`src/tcc_defs.svh`:
```
// register offsets, field positions and codes of the timer compare block
`ifndef TCC_DEFS_SVH
`define TCC_DEFS_SVH
`define TCC_OFF_CMP    8'h23
`define TCC_OFF_CNT    8'h24
`define TCC_OFF_CTL    8'h25
`define TCC_OFF_FLG    8'h36
`define TCC_OFF_MSK    8'h37
`define TCC_DATA_BIAS  8'h20
`define TCC_BIT_CMP    7
`define TCC_BIT_OVF    6
`define TCC_CTL_WGM0   6
`define TCC_CTL_COMHI  5
`define TCC_CTL_COMLO  4
`define TCC_CTL_WGM1   3
`define TCC_CTL_CSHI   2
`define TCC_WGM_NORMAL 2'b00
`define TCC_WGM_PC     2'b01
`define TCC_WGM_CTC    2'b10
`define TCC_WGM_FAST   2'b11
`define TCC_COM_OFF    2'b00
`define TCC_COM_TOGGLE 2'b01
`define TCC_COM_CLR    2'b10
`define TCC_COM_SET    2'b11
`define TCC_CS_STOP    3'h0
`define TCC_CS_DIV1    3'h1
`define TCC_CS_DIV8    3'h2
`define TCC_CS_DIV64   3'h3
`define TCC_CS_DIV256  3'h4
`define TCC_CS_DIV1024 3'h5
`define TCC_MASK8      10'h007
`define TCC_MASK64     10'h03f
`define TCC_MASK256    10'h0ff
`define TCC_MASK1024   10'h3ff
`define TCC_PRE_STEP   10'h001
`define TCC_CNT_MAX    8'hff
`define TCC_CNT_BOT    8'h00
`define TCC_CNT_STEP   8'h01
`define TCC_ZERO8      8'h00
`endif

```
`src/tcc_pkg.sv`:
```
// types of the timer compare block
`default_nettype none
package tcc_pkg;
   typedef struct packed {
      logic [1:0] wgm;
      logic [1:0] com;
      logic [2:0] cs;
   } tcc_ctrl_t;

   typedef struct packed {
      logic [7:0] addr;
      logic       ioSpace;
      logic       wr;
      logic       rd;
      logic [7:0] wdata;
   } tcc_bus_req_t;

   typedef struct packed {
      tcc_ctrl_t  ctrl;
      logic [7:0] cnt;
      logic [7:0] ocr;
      logic       ocf;
      logic       tov;
      logic       ocie;
      logic       toie;
      logic       oc;
      logic       dirDown;
      logic       block;
      logic [9:0] pre;
      logic [2:0] extSync;
      logic [7:0] rdata;
      logic       irqCmp;
      logic       irqOvf;
      logic       pinOut;
      logic       pinOe;
      logic       override;
   } tcc_state_t;
endpackage
`default_nettype wire

```
`src/tcc_timer.sv`:
```
// 8-bit timer with compare output, prescaler, flags and i/o register port
`default_nettype none
`include "tcc_defs.svh"

// Overview of operation
// - nonzero output mode routes the compare waveform onto the pin instead of port data
// - pin driver enabled only when the port direction bit selects output
// - non-PWM codes: 00 off, 01 toggle, 10 clear, 11 set on match
// - fast PWM: 10 clears on match sets at bottom, 11 inverse, 01 reserved
// - fast PWM with compare equal top and upper bit set: skip match, keep bottom action
// - phase-correct: 10 clears on up match, sets on down match; 11 inverse
// - phase-correct with compare equal top and upper bit set: skip match, act at top
// - clock select 000 stops; 001..101 give divide by 1, 8, 64, 256, 1024
// - clock select 110 and 111 count falling edges of the external pin
// - external pin counts even when the pin is an output
// - software reads and writes the 8-bit counter directly
// - a counter write suppresses the compare match on the next timer tick
// - compare value is compared with the counter all the time
// - compare flag sets on a timer tick with counter equal to compare value, unless a counter write blocks that tick
// - compare flag clears when its interrupt vector runs
// - writing one clears the compare flag, zero leaves it
// - compare request needs enable, global enable and flag all set
// - overflow request needs enable, global enable and flag all set
// - registers decode at i/o offset and at offset plus 0x20 in data space
// - mode bits: normal, phase-correct, clear-on-match, fast PWM
// - overflow flag sets on overflow, clears on vector or written one
// - in phase-correct mode overflow flag sets on turning at zero
module tcc_timer (
   input  wire logic                 core_clk,        // i/o clock
   input  wire logic                 reset,           // synchronous, active high
   input  wire tcc_pkg::tcc_bus_req_t busReq,         // cpu register access
   output logic [7:0]                rdData,          // read data, one cycle after rd
   input  wire logic                 globalIrqEnable, // cpu global interrupt enable
   input  wire logic                 cmpVectorAck,    // compare vector executed
   input  wire logic                 ovfVectorAck,    // overflow vector executed
   output logic                      irqCmp,          // compare interrupt request
   output logic                      irqOvf,          // overflow interrupt request
   input  wire logic                 extCountPin,     // external count pin, async
   input  wire logic                 portValue,       // normal port output value
   input  wire logic                 portDir,         // port direction, 1 = output
   output logic                      pinOut,          // value driven to the pin
   output logic                      pinOe,           // pin driver enable
   output logic                      cmpOverride      // compare output owns the pin
);
   // ****************************************
   // helpers
   // ****************************************
   // hit at i/o offset or at the data-space alias
   function automatic logic regHit(input tcc_pkg::tcc_bus_req_t r, input logic [7:0] off);
      regHit = r.ioSpace ? (r.addr == off) : (r.addr == off + `TCC_DATA_BIAS);
   endfunction

   // timer tick from the selected source
   function automatic logic srcTick(input logic [2:0] cs, input logic [9:0] pre,
                                    input logic fall);
      unique case (cs)
         `TCC_CS_STOP:    srcTick = 1'b0;
         `TCC_CS_DIV1:    srcTick = 1'b1;
         `TCC_CS_DIV8:    srcTick = (pre & `TCC_MASK8) == `TCC_MASK8;
         `TCC_CS_DIV64:   srcTick = (pre & `TCC_MASK64) == `TCC_MASK64;
         `TCC_CS_DIV256:  srcTick = (pre & `TCC_MASK256) == `TCC_MASK256;
         `TCC_CS_DIV1024: srcTick = (pre & `TCC_MASK1024) == `TCC_MASK1024;
         default:         srcTick = fall;
      endcase
   endfunction

   // ****************************************
   // state
   // ****************************************
   tcc_pkg::tcc_state_t s_q;
   tcc_pkg::tcc_state_t s_d;
   logic                extFall;
   logic                tick;
   logic                eq;
   logic                match;
   logic                hitCmp;
   logic                hitCnt;
   logic                hitCtl;
   logic                hitFlg;
   logic                hitMsk;
   logic                wrCnt;
   logic                wrFlg;

   // pin direction plays no part: the edge counts even when it is an output
   assign extFall = s_q.extSync[2] & ~s_q.extSync[1];
   assign tick    = srcTick(s_q.ctrl.cs, s_q.pre, extFall);
   assign eq      = s_q.cnt == s_q.ocr;
   assign match   = tick & eq & ~s_q.block;
   assign hitCmp  = regHit(busReq, `TCC_OFF_CMP);
   assign hitCnt  = regHit(busReq, `TCC_OFF_CNT);
   assign hitCtl  = regHit(busReq, `TCC_OFF_CTL);
   assign hitFlg  = regHit(busReq, `TCC_OFF_FLG);
   assign hitMsk  = regHit(busReq, `TCC_OFF_MSK);
   assign wrCnt   = busReq.wr & hitCnt;
   assign wrFlg   = busReq.wr & hitFlg;

   // ****************************************
   // next state
   // ****************************************
   // counting, waveform, flags and register port in one pass
   always_comb begin
      logic cmpEv;
      logic ovfEv;
      logic atMax;
      logic [1:0] com;
      cmpEv = 1'b0;
      ovfEv = 1'b0;
      atMax = s_q.cnt == `TCC_CNT_MAX;
      com   = s_q.ctrl.com;
      s_d   = s_q;
      s_d.pre     = s_q.pre + `TCC_PRE_STEP;
      s_d.extSync = {s_q.extSync[1:0], extCountPin};
      s_d.rdata   = `TCC_ZERO8;
      // counter sequence per waveform mode
      if (tick) begin
         s_d.block = 1'b0;
         cmpEv     = match;
         unique case (s_q.ctrl.wgm)
            `TCC_WGM_NORMAL: begin
               s_d.cnt = s_q.cnt + `TCC_CNT_STEP;
               ovfEv   = atMax;
            end
            `TCC_WGM_CTC: begin
               s_d.cnt = eq ? `TCC_CNT_BOT : s_q.cnt + `TCC_CNT_STEP;
               ovfEv   = atMax & ~eq;
            end
            `TCC_WGM_FAST: begin
               s_d.cnt = s_q.cnt + `TCC_CNT_STEP;
               ovfEv   = atMax;
            end
            `TCC_WGM_PC: begin
               // the count turns at max and zero without holding there: the same tick already steps one back
               if (!s_q.dirDown) begin
                  if (atMax) begin
                     s_d.dirDown = 1'b1;
                     s_d.cnt     = s_q.cnt - `TCC_CNT_STEP;
                  end else begin
                     s_d.cnt     = s_q.cnt + `TCC_CNT_STEP;
                  end
               end else begin
                  if (s_q.cnt == `TCC_CNT_BOT) begin
                     s_d.dirDown = 1'b0;
                     s_d.cnt     = s_q.cnt + `TCC_CNT_STEP;
                     ovfEv       = 1'b1;
                  end else begin
                     s_d.cnt     = s_q.cnt - `TCC_CNT_STEP;
                  end
               end
            end
         endcase
         // compare output unit
         unique case (s_q.ctrl.wgm)
            `TCC_WGM_NORMAL, `TCC_WGM_CTC: begin
               if (match) begin
                  unique case (com)
                     `TCC_COM_OFF:    s_d.oc = s_q.oc;
                     `TCC_COM_TOGGLE: s_d.oc = ~s_q.oc;
                     `TCC_COM_CLR:    s_d.oc = 1'b0;
                     `TCC_COM_SET:    s_d.oc = 1'b1;
                  endcase
               end
            end
            `TCC_WGM_FAST: begin
               // code 01 is reserved and leaves the output alone
               if (com[1]) begin
                  if (match && s_q.ocr != `TCC_CNT_MAX) s_d.oc = com[0];
                  if (atMax) s_d.oc = ~com[0];
               end
            end
            `TCC_WGM_PC: begin
               if (com[1]) begin
                  if (match && s_q.ocr != `TCC_CNT_MAX)
                     s_d.oc = s_q.dirDown ? ~com[0] : com[0];
                  if (atMax && !s_q.dirDown && s_q.ocr == `TCC_CNT_MAX)
                     s_d.oc = ~com[0];
               end
            end
         endcase
      end
      // register writes
      if (busReq.wr) begin
         if (hitCtl) begin
            s_d.ctrl.wgm = {busReq.wdata[`TCC_CTL_WGM1], busReq.wdata[`TCC_CTL_WGM0]};
            s_d.ctrl.com = busReq.wdata[`TCC_CTL_COMHI:`TCC_CTL_COMLO];
            s_d.ctrl.cs  = busReq.wdata[`TCC_CTL_CSHI:0];
         end
         if (hitCmp) s_d.ocr = busReq.wdata;
         if (hitMsk) begin
            s_d.ocie = busReq.wdata[`TCC_BIT_CMP];
            s_d.toie = busReq.wdata[`TCC_BIT_OVF];
         end
      end
      // software write wins over the count and blocks the next match
      if (wrCnt) begin
         s_d.cnt   = busReq.wdata;
         s_d.block = 1'b1;
      end
      // flags: clear by vector or written one, a coinciding set wins
      if (cmpVectorAck || (wrFlg && busReq.wdata[`TCC_BIT_CMP])) s_d.ocf = 1'b0;
      if (ovfVectorAck || (wrFlg && busReq.wdata[`TCC_BIT_OVF])) s_d.tov = 1'b0;
      if (cmpEv) s_d.ocf = 1'b1;
      if (ovfEv) s_d.tov = 1'b1;
      // registered read data; unmapped offsets read zero
      if (busReq.rd) begin
         if (hitCmp) s_d.rdata = s_q.ocr;
         if (hitCnt) s_d.rdata = s_q.cnt;
         if (hitCtl) s_d.rdata = {1'b0, s_q.ctrl.wgm[0], s_q.ctrl.com,
                                  s_q.ctrl.wgm[1], s_q.ctrl.cs};
         if (hitFlg) s_d.rdata = {s_q.ocf, s_q.tov, 6'h00};
         if (hitMsk) s_d.rdata = {s_q.ocie, s_q.toie, 6'h00};
      end
      // requests follow the next flag and mask values
      s_d.irqCmp   = s_d.ocie & globalIrqEnable & s_d.ocf;
      s_d.irqOvf   = s_d.toie & globalIrqEnable & s_d.tov;
      s_d.override = s_d.ctrl.com != `TCC_COM_OFF;
      s_d.pinOut   = s_d.override ? s_d.oc : portValue;
      s_d.pinOe    = portDir;
   end

   // ****************************************
   // registers
   // ****************************************
   // single state register, cleared by reset
   always_ff @(posedge core_clk) begin
      if (reset) begin
         s_q <= '0;
      end else begin
         s_q <= s_d;
      end
   end

   // outputs straight from the state register
   assign rdData      = s_q.rdata;
   assign irqCmp      = s_q.irqCmp;
   assign irqOvf      = s_q.irqOvf;
   assign pinOut      = s_q.pinOut;
   assign pinOe       = s_q.pinOe;
   assign cmpOverride = s_q.override;
endmodule
`default_nettype wire

```
`config.mk`:
```
export PLATFORM = sky130hd
export DESIGN_NAME = tcc_timer
export DESIGN_NICKNAME = d
export VERILOG_FILES = /design/src/tcc_pkg.sv /design/src/tcc_timer.sv
export VERILOG_INCLUDE_DIRS = /design/src
export SDC_FILE = /design/constraint.sdc
export NUM_CORES = 1
export LEC_CHECK = 0
export CAP_MARGIN = 30
export CORE_MARGIN = 5
export CORE_UTILIZATION = 45
export CTS_CLUSTER_SIZE = 28
export DETAILED_ROUTE_END_ITERATION = 16
export DONT_BUFFER_PORTS = 1
export SETUP_SLACK_MARGIN = 0.05
export SLEW_MARGIN = 25
export SYNTH_ARGS = -nofsm -noshare
export SYNTH_HDL_FRONTEND = slang
export SYNTH_SLANG_ARGS = --single-unit
```
`constraint.sdc`:
```
create_clock -name core_clk -period 3.6 [get_ports core_clk]
set_clock_uncertainty 0.15 [all_clocks]
set_input_delay 0.18 -clock core_clk [delete_from_list [all_inputs] [get_ports core_clk]]
set_output_delay 0.18 -clock core_clk [all_outputs]
set_load 0.02 [all_outputs]
```
==> results.md <==
* First-pass DRT Iterations at 6
* Initial DRC count at 327
* Worst EP required at 3.71 ns
* Design Area, Final at 0.00350 mm²
* Drt drc at 0
* R2R Path Start: s_q[41]$_SDFFE_PP0P_
* WL final at 8740 µm
* H-tree depth at 2
* Critical path fanouts, max at 9
* Vias at 3011
* Synth warn at 0
* Port bufs at 0
* Area grow syn2layout at 8.78%
* Tot Pwr at 1.10 mW
* Post-route setup slack at 0.411 ns
* Syn nets at 441
* Largest family of logic cells by synthesized area: simple AND/OR/NAND/NOR gates
* HP Class: input port to flop
* Starting Density at 0.469
* Outcome: completed
* Die height at 94.6 µm
* Register clock-pin slew on the reported worst setup and hold paths at 0.11 ns
* Ys async rst share at 0
* Vias in the first global route at 2823
* Slew @ Worst Pin at 0.964 ns
* Rows at 30
* Syn avg cell area at 7.93 µm²
* Post-Route Utilization at 0.510
* Synth Cell Area at 0.00322 mm²
* Seq/Total Area, Yosys at 0.348
* ANT cells at 0
* VDD IR max at 209 µV
* Antenna violations before repair at 0
* Core region area at 0.00687 mm²
* Clock Path Buffers at 2
* Worst Setup EP: s_q[44]$_SDFFE_PP0P_
* Die span in x at 94.6 µm
* CTS Buf Count at 5
* Worst R2R Path Depth at 9
* Vias per cell at 6.01
* Setup bufs post-CTS at 0
* Synth Area in Simple Gates at 0.277
* Place WS at 0.945 ns
* Placed cell areas at 0.00317 mm²
* Pwr dens at 315 mW/mm²
* CP Launch Type: flop
* Fmax at 0.314 GHz
* I/O pins at 40
* Worst skew pair latency at 0.31 ns
* Fin Setup TNS at 0 ns
* R2R setup slack at 0.41 ns
* Setup crit end kind: flop
* First-pass GRT wire length at 14400 µm
* Multiplexer share of the synthesized area at 0.0342
* RSZ-0062 raised after global routing: no
* Worst slew margin at 0.352
* #FFs+latches synth at 56
* Synth Area in XOR/XNOR at 0.0408
* Leak at 1.32 nW
* Share of layout cells above drive strength 1 at 0.0370
* Post-DP HPWL at 6110 µm
* EDFF count, synth at 0
* CTS tree: yes
* Count of cell types in the netlist at 59
* Largest net degree at the start of global routing at 49
* Final Net Count at 439
* Mapped Cells at 406
* Die ar. at 0.00895 mm²
* Setup CP Type: flop to flop
* Reg-to-reg endpoint: s_q[44]$_SDFFE_PP0P_
* Filler cells at 680
* Synth Area in Compound Gates at 0.199
* Clock Sinks at 56
* Final Hold Viols at 0
* Adder-cell share of the synthesized area at 0.0311
* Final setup viols at 0
* Final Max Slew Viols at 0
* Grt ovf at 0
* Min cycle time layout at 3.19 ns
* Final Cycle Share at 0.886
* Hold wc startpoint: busReq[9]
* Total track usage at 0.202
* Clk root buf: clkbuf_8
* RePlAce Congestion at 0.890
* Top_reg_cell synth: dfxtp_1
* CP startpoint: s_q[41]$_SDFFE_PP0P_
* WL/cell at 17.4 µm
* Critical Path AT at 3.30 ns
* MaxCap Viol Count at 0
* DRT antenna net count at 0
synthesized netlist by cell type (all sizes together), types with 2 or more instances:
master / number / area share
nor3b: 3 / 0.0085
clkbuf: 16 / 0.022
o22ai: 2 / 0.0039
a211oi: 2 / 0.0047
buf: 16 / 0.037
mux2i: 11 / 0.034
nor4: 4 / 0.0097
o2111ai: 4 / 0.011
ha: 8 / 0.031
nor4b: 2 / 0.0054
a311oi: 5 / 0.014
a21oi: 26 / 0.042
inv: 9 / 0.010
a222oi: 6 / 0.019
a22oi: 4 / 0.0093
o31ai: 3 / 0.0070
o311ai: 3 / 0.0082
nand2b: 3 / 0.0058
dfxtp: 56 / 0.35
a21o: 5 / 0.012
and2: 3 / 0.0066
or3: 4 / 0.0078
and3: 6 / 0.012
nor2b: 9 / 0.017
o21ai: 15 / 0.023
o211ai: 2 / 0.0047
nor3: 11 / 0.017
nor2: 56 / 0.065
a31oi: 3 / 0.0058
and4: 4 / 0.011
nand4: 4 / 0.0078
a32oi: 2 / 0.0054
nand2: 42 / 0.049
xor2: 14 / 0.038
a221oi: 4 / 0.011
nand3: 25 / 0.039
state kept, by name, summed over array words and instances, names as in the netlist:
signal and flops:
cmpOverride 1, irqCmp 1, irqOvf 1, pinOe 1, pinOut 1, rdData 8
s_d 2, s_q 41
worst max-delay path: stages (launching register included):
cell	delay (ns)
dfxtp_1	0.53
ha_1	0.32
and4_1	0.34
a21oi_2	0.13
nor3b_4	0.36
a211oi_1	0.13
a311oi_1	0.28
nand2_1	0.09
a311oi_1	0.25
dlygate4sd3_1	0.57
through the flow:
stage,instances,hold WS (ns)
floorplan,406,0.144
global placement,472,0.105
detailed placement,472,0.109
CTS,501,0.00366
global route,501,0.0264
finish,501,0.00721
cells in the final DEF, fill, tap and decap left out, types with 5 or more instances in the layout:
master / synthesis / routed
nor2_1: 56 / 56
dfxtp_1: 56 / 56
nand2_1: 42 / 42
nand3_1: 25 / 25
a21oi_1: 25 / 25
dlygate4sd3_1: 0 / 20
xor2_1: 14 / 14
o21ai_0: 13 / 13
nor3_1: 11 / 11
mux2i_1: 11 / 11
inv_1: 9 / 9
nor2b_1: 9 / 9
ha_1: 8 / 8
a222oi_1: 6 / 6
and3_1: 6 / 6
a21o_1: 5 / 5
a311oi_1: 5 / 5
clkbuf_8: 1 / 5
report_power, final:
| part | switching (mW) | internal [mW] |
|---|---|---|
| sequential | 0.00549 | 0.625 |
| combinational | 0.0269 | 0.0231 |
| clock | 0.213 | 0.211 |
| total | 0.245 | 0.859 |
layer usage:
layer  vias to the layer above  wire length [µm]  global-route usage
met4                         0               178              0.0613
met1                      1397              3780               0.266
met2                       134              4000               0.318
met5                         -                 0                   0
met3                        14               772              0.0598
li1                       1466                 -                   -
cells by family (layout without fill, tap and decap cells):
group,Yosys count,in the layout
and+or+nand+nor,182,182
buffers and inverters,41,40
xor gates and xnor gates,15,15
adders and majority gates,8,8
muxes,11,11
AOI/OAI and AO/OA,93,93
DFF,56,56
worst min path at each step:
stage                                       to  cells after the start
after global placement    s_q[34]$_SDFFE_PP0P_                      1
after floorplan              irqCmp$_SDFF_PP0_                      2
after global routing        s_q[16]$_SDFF_PP0_                      2
after CTS                    pinOut$_SDFF_PP0_                      3
after detailed placement  s_q[40]$_SDFFE_PP0P_                      1
final                        irqCmp$_SDFF_PP0_                      3
cell type report:
cell class / count / area [µm²] / share of cell area
Clock buffer: 6 / 72.6 / 0.0207
Tap cell: 96 / 120 / 0.0343
Multi-Input combinational cell: 309 / 1880 / 0.537
Timing Repair Buffer: 23 / 235 / 0.0671
Clock inverter: 2 / 38.8 / 0.0111
Sequential cell: 56 / 1120 / 0.320
Inverter: 9 / 33.8 / 0.00964
timing repair:
item,CTS,global route
hold buffers,21,0
endpoints found under the hold margin,50,0
resized for setup,0,1
setup endpoints to repair,0,1
Note: power is estimated with default switching activity, not from simulation.
